$ cat src/core/hucp_consts.svh
// constants of the host serial command port
`ifndef HUCP_CONSTS_SVH
`define HUCP_CONSTS_SVH

`define HUCP_ADR_DATA   8'h00
`define HUCP_ADR_STATUS 8'h04
`define HUCP_ADR_CTRL   8'h08
`define HUCP_ADR_BAUD   8'h0C

`define HUCP_ST_RXV     0
`define HUCP_ST_TXRDY   1
`define HUCP_ST_TXBUSY  2
`define HUCP_ST_OVR     3
`define HUCP_ST_FERR    4
`define HUCP_ST_CTS     5

`define HUCP_CT_FLOW    0
`define HUCP_CT_UPLOAD  1
`define HUCP_FLOW_RST   1'b1
`define HUCP_UPLOAD_RST 1'b0

`define HUCP_CLK_HZ     64'd50000000
`define HUCP_BAUD_RST   64'd115200
`define HUCP_BAUD_MAX   64'd4000000
`define HUCP_ACC_ONE    64'd65536
// phase step per clock, rounded for the default, floored for the ceiling
`define HUCP_STEP_RST   16'((`HUCP_BAUD_RST*`HUCP_ACC_ONE \
                          +`HUCP_CLK_HZ/64'd2)/`HUCP_CLK_HZ)
`define HUCP_STEP_MAX   16'((`HUCP_BAUD_MAX*`HUCP_ACC_ONE)/`HUCP_CLK_HZ)
`define HUCP_ACC_HALF   16'h8000
`define HUCP_LAST_BIT   3'h7

`endif

$ cat src/core/hucp_pkg.sv
// types of the host serial command port
package hucp_pkg;

  typedef enum logic [1:0] {TX_IDLE, TX_START, TX_DATA, TX_STOP} hucp_tx_e;
  typedef enum logic [1:0] {RX_IDLE, RX_START, RX_DATA, RX_STOP} hucp_rx_e;

  typedef struct packed {
    logic        ack;
    logic [31:0] rdat;
    logic        flow_en;
    logic        upload;
    logic [15:0] step;
    logic        ovr;
    logic        ferr;
    hucp_tx_e    tx_st;
    logic [15:0] tx_acc;
    logic [2:0]  tx_cnt;
    logic [7:0]  tx_sh;
    logic        txd;
    hucp_rx_e    rx_st;
    logic [15:0] rx_acc;
    logic [2:0]  rx_cnt;
    logic [7:0]  rx_sh;
  } hucp_state_s;

  typedef struct packed {
    logic       valid;
    logic       ready;
    logic [7:0] data;
  } hucp_stream_s;

endpackage : hucp_pkg

$ cat src/core/hucp_sync.sv
// two-flop synchroniser for one pin, idle level high
`timescale 1ns/1ps
module hucp_sync (
  input  wire logic clk_i,
  input  wire logic rst_i,
  input  wire logic d_i,
  output logic      q_o
);
  typedef struct packed {
    logic s1;
    logic s2;
  } hucp_sync_s;

  hucp_sync_s s;
  hucp_sync_s next_s;

  always_comb begin
    next_s.s1 = d_i;
    next_s.s2 = s.s1;
  end

  always_ff @(posedge clk_i) begin
    if (rst_i) begin
      s <= '{s1: 1'b1, s2: 1'b1};
    end else begin
      s <= next_s;
    end
  end

  assign q_o = s.s2;
endmodule : hucp_sync

$ cat src/core/hucp_fifo2.sv
// small fifo with valid and ready on both sides
`timescale 1ns/1ps
module hucp_fifo2 #(
  parameter int W = 8,
  parameter int D = 2
) (
  input  wire logic         clk_i,
  input  wire logic         rst_i,
  input  wire logic         in_valid_i,
  output logic              in_ready_o,
  input  wire logic [W-1:0] in_data_i,
  output logic              out_valid_o,
  input  wire logic         out_ready_i,
  output logic [W-1:0]      out_data_o
);
  localparam int PW = (D > 1) ? $clog2(D) : 1;

  typedef struct packed {
    logic [D-1:0][W-1:0] mem;
    logic [PW-1:0]       wp;
    logic [PW-1:0]       rp;
    logic [PW:0]         cnt;
  } hucp_fifo_s;

  hucp_fifo_s s;
  hucp_fifo_s next_s;
  logic       push;
  logic       pop;

  function automatic logic [PW-1:0] hucp_inc(input logic [PW-1:0] p);
    hucp_inc = (p == PW'(D - 1)) ? '0 : p + PW'(1);
  endfunction : hucp_inc

  assign in_ready_o  = (s.cnt != (PW+1)'(D));
  assign out_valid_o = (s.cnt != '0);
  assign out_data_o  = s.mem[s.rp];
  assign push        = in_valid_i & in_ready_o;
  assign pop         = out_valid_o & out_ready_i;

  always_comb begin
    next_s = s;
    if (push) begin
      next_s.mem[s.wp] = in_data_i;
      next_s.wp        = hucp_inc(s.wp);
    end
    if (pop) begin
      next_s.rp = hucp_inc(s.rp);
    end
    next_s.cnt = s.cnt + (PW+1)'(push) - (PW+1)'(pop);
  end

  always_ff @(posedge clk_i) begin
    if (rst_i) begin
      s <= '0;
    end else begin
      s <= next_s;
    end
  end
endmodule : hucp_fifo2

$ cat src/core/hucp_uart.sv
// host serial command port with wishbone registers
//
// Chosen here: the Wishbone interface to the registers and the register addresses.
`timescale 1ns/1ps
`include "hucp_consts.svh"
module hucp_uart (
  input  wire logic        clk_i,
  input  wire logic        rst_i,
  input  wire logic [7:0]  wb_adr_i,
  input  wire logic [31:0] wb_dat_i,
  input  wire logic [3:0]  wb_sel_i,
  input  wire logic        wb_we_i,
  input  wire logic        wb_cyc_i,
  input  wire logic        wb_stb_i,
  output logic [31:0]      wb_dat_o,
  output logic             wb_ack_o,
  input  wire logic        rxd_i,
  input  wire logic        cts_n_i,
  output logic             txd_o,
  output logic             rts_n_o,
  output logic             upload_o
);
  hucp_pkg::hucp_state_s  s;
  hucp_pkg::hucp_state_s  next_s;
  hucp_pkg::hucp_stream_s txf_in;
  hucp_pkg::hucp_stream_s txf_out;
  hucp_pkg::hucp_stream_s rxf_in;
  hucp_pkg::hucp_stream_s rxf_out;
  logic                   rxd_s;
  logic                   cts_n_s;
  logic                   cts_ok;
  logic                   req;
  logic                   wr_stall;
  logic [16:0]            tsum;
  logic [16:0]            rsum;
  logic                   ttick;
  logic                   rtick;
  logic [31:0]            status;
  logic                   tx_push;
  logic                   tx_pop;
  logic                   rx_push;
  logic                   rx_pop;

  function automatic logic hucp_hit(input logic [7:0] a,
                                    input logic [7:0] off);
    hucp_hit = (a == off);
  endfunction : hucp_hit

  hucp_sync u_rx_sync (
    .clk_i (clk_i),
    .rst_i (rst_i),
    .d_i   (rxd_i),
    .q_o   (rxd_s)
  );

  hucp_sync u_cts_sync (
    .clk_i (clk_i),
    .rst_i (rst_i),
    .d_i   (cts_n_i),
    .q_o   (cts_n_s)
  );

  // a stalled transmitter fills this; writes to data then wait for ack
  hucp_fifo2 #(.W(8), .D(2)) u_tx_fifo (
    .clk_i       (clk_i),
    .rst_i       (rst_i),
    .in_valid_i  (txf_in.valid),
    .in_ready_o  (txf_in.ready),
    .in_data_i   (txf_in.data),
    .out_valid_o (txf_out.valid),
    .out_ready_i (txf_out.ready),
    .out_data_o  (txf_out.data)
  );

  hucp_fifo2 #(.W(8), .D(2)) u_rx_fifo (
    .clk_i       (clk_i),
    .rst_i       (rst_i),
    .in_valid_i  (rxf_in.valid),
    .in_ready_o  (rxf_in.ready),
    .in_data_i   (rxf_in.data),
    .out_valid_o (rxf_out.valid),
    .out_ready_i (rxf_out.ready),
    .out_data_o  (rxf_out.data)
  );

  // in-side ready and out-side valid and data come from the fifos, the rest is driven here
  assign txf_in.valid  = tx_push;
  assign txf_in.data   = wb_dat_i[7:0];
  assign txf_out.ready = tx_pop;
  assign rxf_in.valid  = rx_push;
  assign rxf_in.data   = s.rx_sh;
  assign rxf_out.ready = rx_pop;

  assign cts_ok = ~s.flow_en | ~cts_n_s;
  assign tsum   = {1'b0, s.tx_acc} + {1'b0, s.step};
  assign rsum   = {1'b0, s.rx_acc} + {1'b0, s.step};
  assign ttick  = tsum[16];
  assign rtick  = rsum[16];
  assign req    = wb_cyc_i & wb_stb_i & ~s.ack;
  assign wr_stall = wb_we_i & hucp_hit(wb_adr_i, `HUCP_ADR_DATA)
                  & wb_sel_i[0] & ~txf_in.ready;

  always_comb begin
    status = '0;
    status[`HUCP_ST_RXV]    = rxf_out.valid;
    status[`HUCP_ST_TXRDY]  = txf_in.ready;
    status[`HUCP_ST_TXBUSY] = (s.tx_st != hucp_pkg::TX_IDLE);
    status[`HUCP_ST_OVR]    = s.ovr;
    status[`HUCP_ST_FERR]   = s.ferr;
    status[`HUCP_ST_CTS]    = ~cts_n_s;
  end

  // host writes and reads bytes of the command stream through data
  always_comb begin
    next_s        = s;
    next_s.ack    = 1'b0;
    tx_push       = 1'b0;
    rx_pop        = 1'b0;
    tx_pop        = 1'b0;
    rx_push       = 1'b0;
    if (req && !wr_stall) begin
      next_s.ack  = 1'b1;
      next_s.rdat = '0;
      if (wb_we_i) begin
        if (hucp_hit(wb_adr_i, `HUCP_ADR_DATA)) begin
          tx_push = wb_sel_i[0];
        end
        if (hucp_hit(wb_adr_i, `HUCP_ADR_STATUS) && wb_sel_i[0]) begin
          next_s.ovr  = s.ovr & ~wb_dat_i[`HUCP_ST_OVR];
          next_s.ferr = s.ferr & ~wb_dat_i[`HUCP_ST_FERR];
        end
        if (hucp_hit(wb_adr_i, `HUCP_ADR_CTRL) && wb_sel_i[0]) begin
          next_s.flow_en = wb_dat_i[`HUCP_CT_FLOW];
          next_s.upload  = wb_dat_i[`HUCP_CT_UPLOAD];
        end
        if (hucp_hit(wb_adr_i, `HUCP_ADR_BAUD)) begin
          if (wb_sel_i[0]) begin
            next_s.step[7:0] = wb_dat_i[7:0];
          end
          if (wb_sel_i[1]) begin
            next_s.step[15:8] = wb_dat_i[15:8];
          end
          // faster than the ceiling would outrun the bit sampler
          if (next_s.step > `HUCP_STEP_MAX) begin
            next_s.step = `HUCP_STEP_MAX;
          end
          if (next_s.step == 16'h0000) begin
            next_s.step = 16'h0001;
          end
        end
      end else begin
        case (wb_adr_i)
          `HUCP_ADR_DATA: begin
            // an empty buffer reads zero rather than a stale slot
            if (rxf_out.valid) begin
              next_s.rdat = {24'h000000, rxf_out.data};
            end
            rx_pop = 1'b1;
          end
          `HUCP_ADR_STATUS: next_s.rdat = status;
          `HUCP_ADR_CTRL: begin
            next_s.rdat[`HUCP_CT_FLOW]   = s.flow_en;
            next_s.rdat[`HUCP_CT_UPLOAD] = s.upload;
          end
          `HUCP_ADR_BAUD: next_s.rdat = {16'h0000, s.step};
          default: next_s.rdat = '0;
        endcase
      end
    end

    // transmitter: start low, lsb first, stop high
    case (s.tx_st)
      hucp_pkg::TX_IDLE: begin
        next_s.txd = 1'b1;
        if (txf_out.valid && cts_ok) begin
          tx_pop        = 1'b1;
          next_s.tx_sh  = txf_out.data;
          next_s.tx_acc = '0;
          next_s.txd    = 1'b0;
          next_s.tx_st  = hucp_pkg::TX_START;
        end
      end
      hucp_pkg::TX_START: begin
        next_s.tx_acc = tsum[15:0];
        if (ttick) begin
          next_s.txd    = s.tx_sh[0];
          next_s.tx_cnt = '0;
          next_s.tx_st  = hucp_pkg::TX_DATA;
        end
      end
      hucp_pkg::TX_DATA: begin
        next_s.tx_acc = tsum[15:0];
        if (ttick) begin
          if (s.tx_cnt == `HUCP_LAST_BIT) begin
            next_s.txd   = 1'b1;
            next_s.tx_st = hucp_pkg::TX_STOP;
          end else begin
            next_s.tx_cnt = s.tx_cnt + 3'h1;
            next_s.tx_sh  = {1'b0, s.tx_sh[7:1]};
            next_s.txd    = s.tx_sh[1];
          end
        end
      end
      hucp_pkg::TX_STOP: begin
        next_s.tx_acc = tsum[15:0];
        if (ttick) begin
          next_s.tx_st = hucp_pkg::TX_IDLE;
        end
      end
      default: next_s.tx_st = hucp_pkg::TX_IDLE;
    endcase

    // receiver samples mid-bit: the phase starts half a bit ahead
    case (s.rx_st)
      hucp_pkg::RX_IDLE: begin
        if (!rxd_s) begin
          next_s.rx_acc = `HUCP_ACC_HALF;
          next_s.rx_st  = hucp_pkg::RX_START;
        end
      end
      hucp_pkg::RX_START: begin
        next_s.rx_acc = rsum[15:0];
        if (rtick) begin
          next_s.rx_cnt = '0;
          // a start bit that is gone at mid-bit was a glitch
          next_s.rx_st  = rxd_s ? hucp_pkg::RX_IDLE
                                : hucp_pkg::RX_DATA;
        end
      end
      hucp_pkg::RX_DATA: begin
        next_s.rx_acc = rsum[15:0];
        if (rtick) begin
          next_s.rx_sh = {rxd_s, s.rx_sh[7:1]};
          if (s.rx_cnt == `HUCP_LAST_BIT) begin
            next_s.rx_st = hucp_pkg::RX_STOP;
          end else begin
            next_s.rx_cnt = s.rx_cnt + 3'h1;
          end
        end
      end
      hucp_pkg::RX_STOP: begin
        next_s.rx_acc = rsum[15:0];
        if (rtick) begin
          next_s.rx_st = hucp_pkg::RX_IDLE;
          rx_push      = rxd_s;
          // set wins over a clear in the same cycle
          if (rxd_s && !rxf_in.ready) begin
            next_s.ovr = 1'b1;
          end
          if (!rxd_s) begin
            next_s.ferr = 1'b1;
          end
        end
      end
      default: next_s.rx_st = hucp_pkg::RX_IDLE;
    endcase
  end

  always_ff @(posedge clk_i) begin
    if (rst_i) begin
      s         <= '0;
      s.flow_en <= `HUCP_FLOW_RST;
      s.upload  <= `HUCP_UPLOAD_RST;
      s.step    <= `HUCP_STEP_RST;
      s.txd     <= 1'b1;
      s.tx_st   <= hucp_pkg::TX_IDLE;
      s.rx_st   <= hucp_pkg::RX_IDLE;
    end else begin
      s <= next_s;
    end
  end

  // one byte of slack: flow goes off while a byte waits, the second
  // slot takes the byte the host may already have started
  assign rts_n_o  = s.flow_en & rxf_out.valid;
  assign txd_o    = s.txd;
  assign upload_o = s.upload;
  assign wb_ack_o = s.ack;
  assign wb_dat_o = s.rdat;
endmodule : hucp_uart

$ cat config.mk
export PLATFORM = sky130hd
export DESIGN_NAME = hucp_uart
export DESIGN_NICKNAME = d
export VERILOG_FILES = /design/src/core/hucp_pkg.sv /design/src/core/hucp_sync.sv /design/src/core/hucp_fifo2.sv /design/src/core/hucp_uart.sv
export VERILOG_INCLUDE_DIRS = /design/src /design/src/core
export SDC_FILE = /design/constraint.sdc
export NUM_CORES = 1
export LEC_CHECK = 0
export ABC_AREA = 1
export BUFFER_PORTS_ARGS = -buffer_cell sky130_fd_sc_hd__buf_2
export CORE_ASPECT_RATIO = 0.8
export CORE_MARGIN = 2
export CORE_UTILIZATION = 59
export DETAILED_ROUTE_END_ITERATION = 12
export GPL_ROUTABILITY_DRIVEN = 0
export PLACE_DENSITY_LB_ADDON = 0.1
export RECOVER_POWER = 100
export SKIP_LAST_GASP = 1
export SYNTH_ARGS = -nofsm -noshare
export SYNTH_HDL_FRONTEND = slang
export SYNTH_SLANG_ARGS = --single-unit
export TNS_END_PERCENT = 50
$ cat constraint.sdc
create_clock -name clk_i -period 3.1 [get_ports clk_i]
set_input_delay 0 -clock clk_i [delete_from_list [all_inputs] [get_ports clk_i]]
set_output_delay 0 -clock clk_i [all_outputs]
set_load 0.01 [all_outputs]
# Word level (Yosys, flattened, before mapping)
# Cells that the tools add are included.
[op_classes]
mux = 76
n_addsub = 12
n_lt_le_gt_ge = 7
n_eq_ne = 25
n_reduce_logical = 29
bitwise = 19
[op_table]
columns = ["cell", "n"]
rows = [
  ["one-hot mux 18 bit (4 select lines)", 2],
  ["2-to-1 mux 8 bit", 15],
  ["2-to-1 mux 16 bit", 6],
  ["one-hot mux 30 bit (3 select lines)", 1],
  ["2-to-1 mux 53 bit", 1],
  ["2-to-1 mux 18 bit", 2],
  ["adder 16 x 16 -> 17 bit", 2],
  ["bitwise mux 16 bit", 2],
  ["2-to-1 mux 32 bit", 1],
  ["inequality test 2 bit (second input constant)", 14],
  ["2-to-1 mux 2 bit", 13],
  ["2-to-1 mux 11 bit", 2],
  ["2-to-1 mux 20 bit", 1],
  ["2-to-1 mux 1 bit", 18],
  ["demux 8 bit (select 1 bit)", 2],
  ["== test 8 x 4 -> 1 bit (second input constant)", 2],
  ["greater-than comparator 16 x 13 -> 1 bit (second input constant)", 1],
  ["zero test 16 bit", 1],
  ["one-hot mux 8 bit (2 select lines)", 1],
  ["bitwise AND 1 bit", 12],
  ["2-to-1 mux 12 bit", 1],
  ["one-hot mux 3 bit (2 select lines)", 2],
  ["AND reduction 4 bit", 3],
  ["nonzero test 2 bit", 6],
  ["other kinds (24)", 57],
]
[word_totals]
input_bits = 51
reg_bits = 156
out_inout_bits = 36

# Longest topological paths before layout
[depth]
ltp_word = 20
ltp_mapped = 16

# Cells and area by module
# Synthesis repeated with hierarchy kept, for this count alone.
[unflattened]
hier_cells = 1327
area_unflattened_um2 = 8808.4
[modules_own_cells]
columns = ["module", "cells_per_inst", "seq_area_each_um2", "instances", "area_per_inst_um2"]
rows = [
  ["hucp_uart", 963, 1921.8, 1, 6441.2],
  ["hucp_fifo2", 175, 400.4, 2, 1124.8],
  ["hucp_sync", 7, 40.0, 2, 58.8],
]

# Worst setup path before layout
# No wires, ideal clock.
[synth_timing]
kind = "register -> register"
startpoint = "register s[61] (netlist bit)"
endpoint = "register u_rx_fifo.s[1] (netlist bit)"
path_stages_with_launch = 15
setup_ns = 0.070
setup_slack_ns = 0.877
period_less_slack_ns = 2.223
arrival_ns = 2.153
path_cell_list = "dfxtp_1 ha_1 inv_1 fa_1 o21ai_2 nand3_2 nand2_2 nand2_1 nand2_2 nand4_4 inv_1 ha_1 xor2_1 o21ai_0 a21oi_1"
[synth_between]
elab_chain_cells = 6
[synth_rtl]
columns = ["item", "line_no", "source"]
rows = [
  ["from (decl)", "hucp_uart.sv:23", "hucp_pkg::hucp_state_s s;"],
  ["from (signal assigned)", "hucp_uart.sv:269", "s <= next_s;"],
  ["adder 16 x 16 -> 17 bit", "hucp_uart.sv:96", "assign rsum = {1'b0, s.rx_acc} + {1'b0, s.step};"],
  ["2-to-1 mux 1 bit", "hucp_uart.sv:243", "if (rtick) begin"],
  ["2-to-1 mux 1 bit", "hucp_uart.sv:214", "case (s.rx_st)"],
  ["bitwise AND 1 bit", "hucp_fifo2.sv:37", "assign push = in_valid_i & in_ready_o;"],
  ["net u_rx_fifo.push", "hucp_fifo2.sv:27", "logic push;"],
  ["adder 2 x 1 -> 2 bit", "hucp_fifo2.sv:49", "next_s.cnt = s.cnt + (PW+1)'(push) - (PW+1)'(pop);"],
  ["subtractor 2 x 1 -> 2 bit", "hucp_fifo2.sv:49", ""],
  ["to (signal assigned)", "hucp_fifo2.sv:56", "s <= next_s;"],
  ["to (decl)", "hucp_fifo2.sv:25", "hucp_fifo_s s;"],
]
# The timed path passes the listed nets, and every way through them passes these cells.
# A chain may end at the register's enable or synchronous reset.

# Worst setup path after layout
[layout_timing]
startpoint = "register s[27] (netlist bit)"
endpoint = "register s[27] (netlist bit)"
[layout_between]
elab_chain_cells = 3
[layout_rtl]
columns = ["item", "line_no"]
rows = [
  ["== test 2 bit, or another cell as far along", "hucp_uart.sv:214"],
  ["inequality test 2 bit (no source line)", "n/a"],
  ["AND reduction 5 bit (no source line)", "n/a"],
]
# Several ways; a longest one is shown, not always the timed one.

==> flow_metrics.py <==
metrics = {
    "setup_path": {
        "end_kind": "flip-flop",
        "critPathCapture": "s[27]",
        "worstSetupPathType": "reg -> reg",
        "reg2reg_depth": 6,
        "reg2reg_to": "s[27]",
        "crit_required_ns": 3.42,
        "reg2reg_from": "s[27]",
        "worstPathArrival_ns": 3.12,
        "r2r_slack_ns": 0.30,
        "crit_fanout": 13,
        "critical_path.startpoint": "s[27]",
        "start_kind": "flip-flop",
    },
    "synthesis": {
        "synthTopCellsByArea": "dfxtp_1 35%, nand2_1 12%, a21oi_1 7.6%",
        "yosysMostFrequentCell": "nand2_1",
        "yosys_warnings": 0,
        "syn_inst": 1158,
        "dominantRegCellSynth": "dfxtp_1",
        "seq_area_frac_synth_pct": 35.15,
        "netlist.area_leader.share_pct": 35.15,
        "synth.cell_area_mm2": 0.007973,
        "yosysTopAreaCell": "dfxtp_1",
        "yosysUniqueCellTypes": 50,
        "yosys_register_bits": 140,
        "avgSynthCellArea_um2": 6.885,
        "ys_top_cells_by_count": "265 x nand2_1, 140 x dfxtp_1, 140 x nor2_1",
        "synth_edf_count": 0,
        "async_flop_share_pct": 0,
    },
    "sta": {
        "relSlewSlack_pct": -25.84,
        "fin_crit_ns": 2.797,
        "max_slew.worst_pin.slew_ns": 1.888,
        "hold_viol_final": 0,
        "setup_viol_count_final": 0,
        "rsz0062_at_grt": "false",
        "final.setup.tns_ns": 0,
        "fin_crit_sh_pct": 90.22,
        "max_freq_ghz": 0.3576,
        "fin_skew_ns": 0.01151,
        "slew_violations": 91,
    },
    "placement": {
        "portBuffers": 52,
        "dp_hpwl_um": 12950,
        "dp_cells": 1342,
    },
    "die": {
        "ios": 87,
        "num_rows": 37,
        "coreArea_mm2": 0.01301,
        "die_h_um": 108.0,
        "initial_utilization_pct": 61.29,
        "dieWidth_um": 134.0,
        "dieArea_mm2": 0.01446,
    },
    "route": {
        "via_per_inst": 5.247,
        "ant_nets": 0,
        "dr_wl_met2_um": 8204,
        "drt_iter0_drc": 459,
        "wl_per_cell_um": 13.25,
        "dr_wl_met3_um": 881,
        "wirelength_um": 18350,
        "dr_total_vias": 7267,
        "dr.pass1.iters": 6,
        "highest_layer": "met4",
        "routedLengthMet1_um": 9065,
        "drc_errors": 0,
    },
    "clocking": {
        "postCtsHoldBufs": 11,
        "clk_pin_slew_ns": 0.06,
        "cts.repair.resized": 0,
        "clockRootBuffer": "clkbuf_16",
        "cts_tree": "yes",
        "clkLatencyLatePin_ns": 0.43,
        "clockBufferDepth": 2,
        "cts_made_buffers": 17,
        "htreeDepth": 4,
        "postCtsSetupBuffers": 0,
        "cts_sinks": 140,
    },
    "global_routing": {
        "grt_pass1_wl_um": 30110,
        "grt_pass1_vias": 6516,
        "antenna_found_initial": 0,
        "overflow": 0,
        "grt_max_degree": 91,
        "grt_util_all_layers_pct": 25.93,
    },
    "status": {
        "failed_checks": "max-capacitance violations, max-slew violations",
        "outcome": "finished with violations",
    },
    "power_and_ir_drop": {
        "power_leakage_nw": 3.884,
        "vdd_drop_max_mv": 0.4097,
        "p_per_area_mw_per_mm2": 523.7,
    },
    "final_layout": {
        "n_antenna_cell": 0,
        "multiInputGateArea_mm2": 0.004288,
        "regArea_mm2": 0.002803,
        "drive_gt1_share_pct": 7.851,
        "nFillCells": 1213,
        "post_layout_nonfiller_instances": 1385,
        "syn2layout_area_growth_pct": 10.25,
        "nets": 1295,
    },
    "min_path": {
        "hp-class": "in -> reg",
    },
    "run": {
        "drv_cap": 1,
    },
}
[cells by family (layout without fill, tap and decap cells)]
logic type,after synthesis,after routing,synth area share [%]
multiplexers,2,2,0.2511
other,1,16,0.04704
AO/OA/AOI/OAI,254,254,17.66
AND/OR/NAND/NOR,512,512,27.18
flip-flops,140,140,35.15
adder cells (fa/ha/maj),47,47,7.564
buffers and inverters,196,233,11.49
XOR/XNOR,6,6,0.6591
[cell usage in the layout, fill, tap and decap left out, types with 7 or more instances in the layout]
cell type	netlist	routed
nand2_1	265	269
nor2_1	140	143
dfxtp_1	140	140
inv_1	124	126
a21oi_1	121	121
o21ai_0	65	70
nand3_1	46	47
ha_1	45	45
buf_2	9	31
clkbuf_1	16	24
clkbuf_16	0	17
conb_1	1	16
or2_2	11	11
dlygate4sd3_1	0	11
nor3_1	10	10
a211oi_1	10	10
o21ai_1	14	9
nand4_1	9	9
o22ai_1	8	8
a21o_1	7	7
[per-layer routing]
layer	global-route usage, %	vias up
li1	-	3829
met1	35.48	3251
met2	42.20	170
met3	5.157	17
met4	6.763	0
met5	0	-
[metrics by stage]
stage                     utilization, %  total power, mW  setup slack (ns)  hold WS [ns]  instance area (um2)
after floorplan                        -            2.436            0.8769        0.1038                 8029
after global placement             62.60            2.577            0.4969        0.1841                 8144
after detailed placement           62.60            2.582            0.4305        0.1875                 8144
after CTS                          68.05            4.634            0.4031       0.02504                 8852
after global routing               67.57            4.813           0.08921       0.05177                 8790
final                              67.57            4.603            0.3033       0.04807                 8790
[worst max-delay path: stages, from the launching register on]
cell and delay [ns]:
dfxtp_1 0.34, nor2_1 0.53, clkinv_1 0.52, nor2_1 0.45, clkbuf_1 0.55, nor3_1 0.11
o211a_1 0.19
[report_power, final]
part           internal (mW)  switching (mW)  leakage (nW)
clock network           1.22           0.831         0.282
registers               1.87          0.0392          1.13
logic                  0.215           0.432          2.47
[how the worst min path moves through the flow]
stage                                 endpoint   startpoint  cells past startpoint
after global placement    u_cts_sync.next_s[0]      cts_n_i                      2
after detailed placement  u_cts_sync.next_s[0]      cts_n_i                      2
after global routing            u_tx_fifo.s[3]  wb_sel_i[0]                      3
after CTS                       u_tx_fifo.s[3]  wb_sel_i[0]                      3
final                           u_tx_fifo.s[3]  wb_sel_i[0]                      3
after floorplan           u_cts_sync.next_s[0]      cts_n_i                      1
[final cells by class]
type                       instances  area share, %
multi-input combinational        837          48.78
clock buffer                      18          4.996
inverter                         129          5.509
sequential                       140          31.89
tap                              175          2.491
clock inverter                    14          1.808
timing repair buffer              72          4.527
[registers in the layout, indices dropped and copies added (netlist names), named ones only]
register / flops
rxf_in: 8
u_rx_sync.q_o: 1
wb_dat_o: 16
wb_ack_o: 1
u_tx_fifo.s: 20
u_cts_sync.next_s: 1
txd_o: 1
s: 68
u_rx_fifo.s: 20
upload_o: 1
u_rx_sync.next_s: 1
u_cts_sync.q_o: 1
Note: power is estimated with default switching activity, not from simulation.
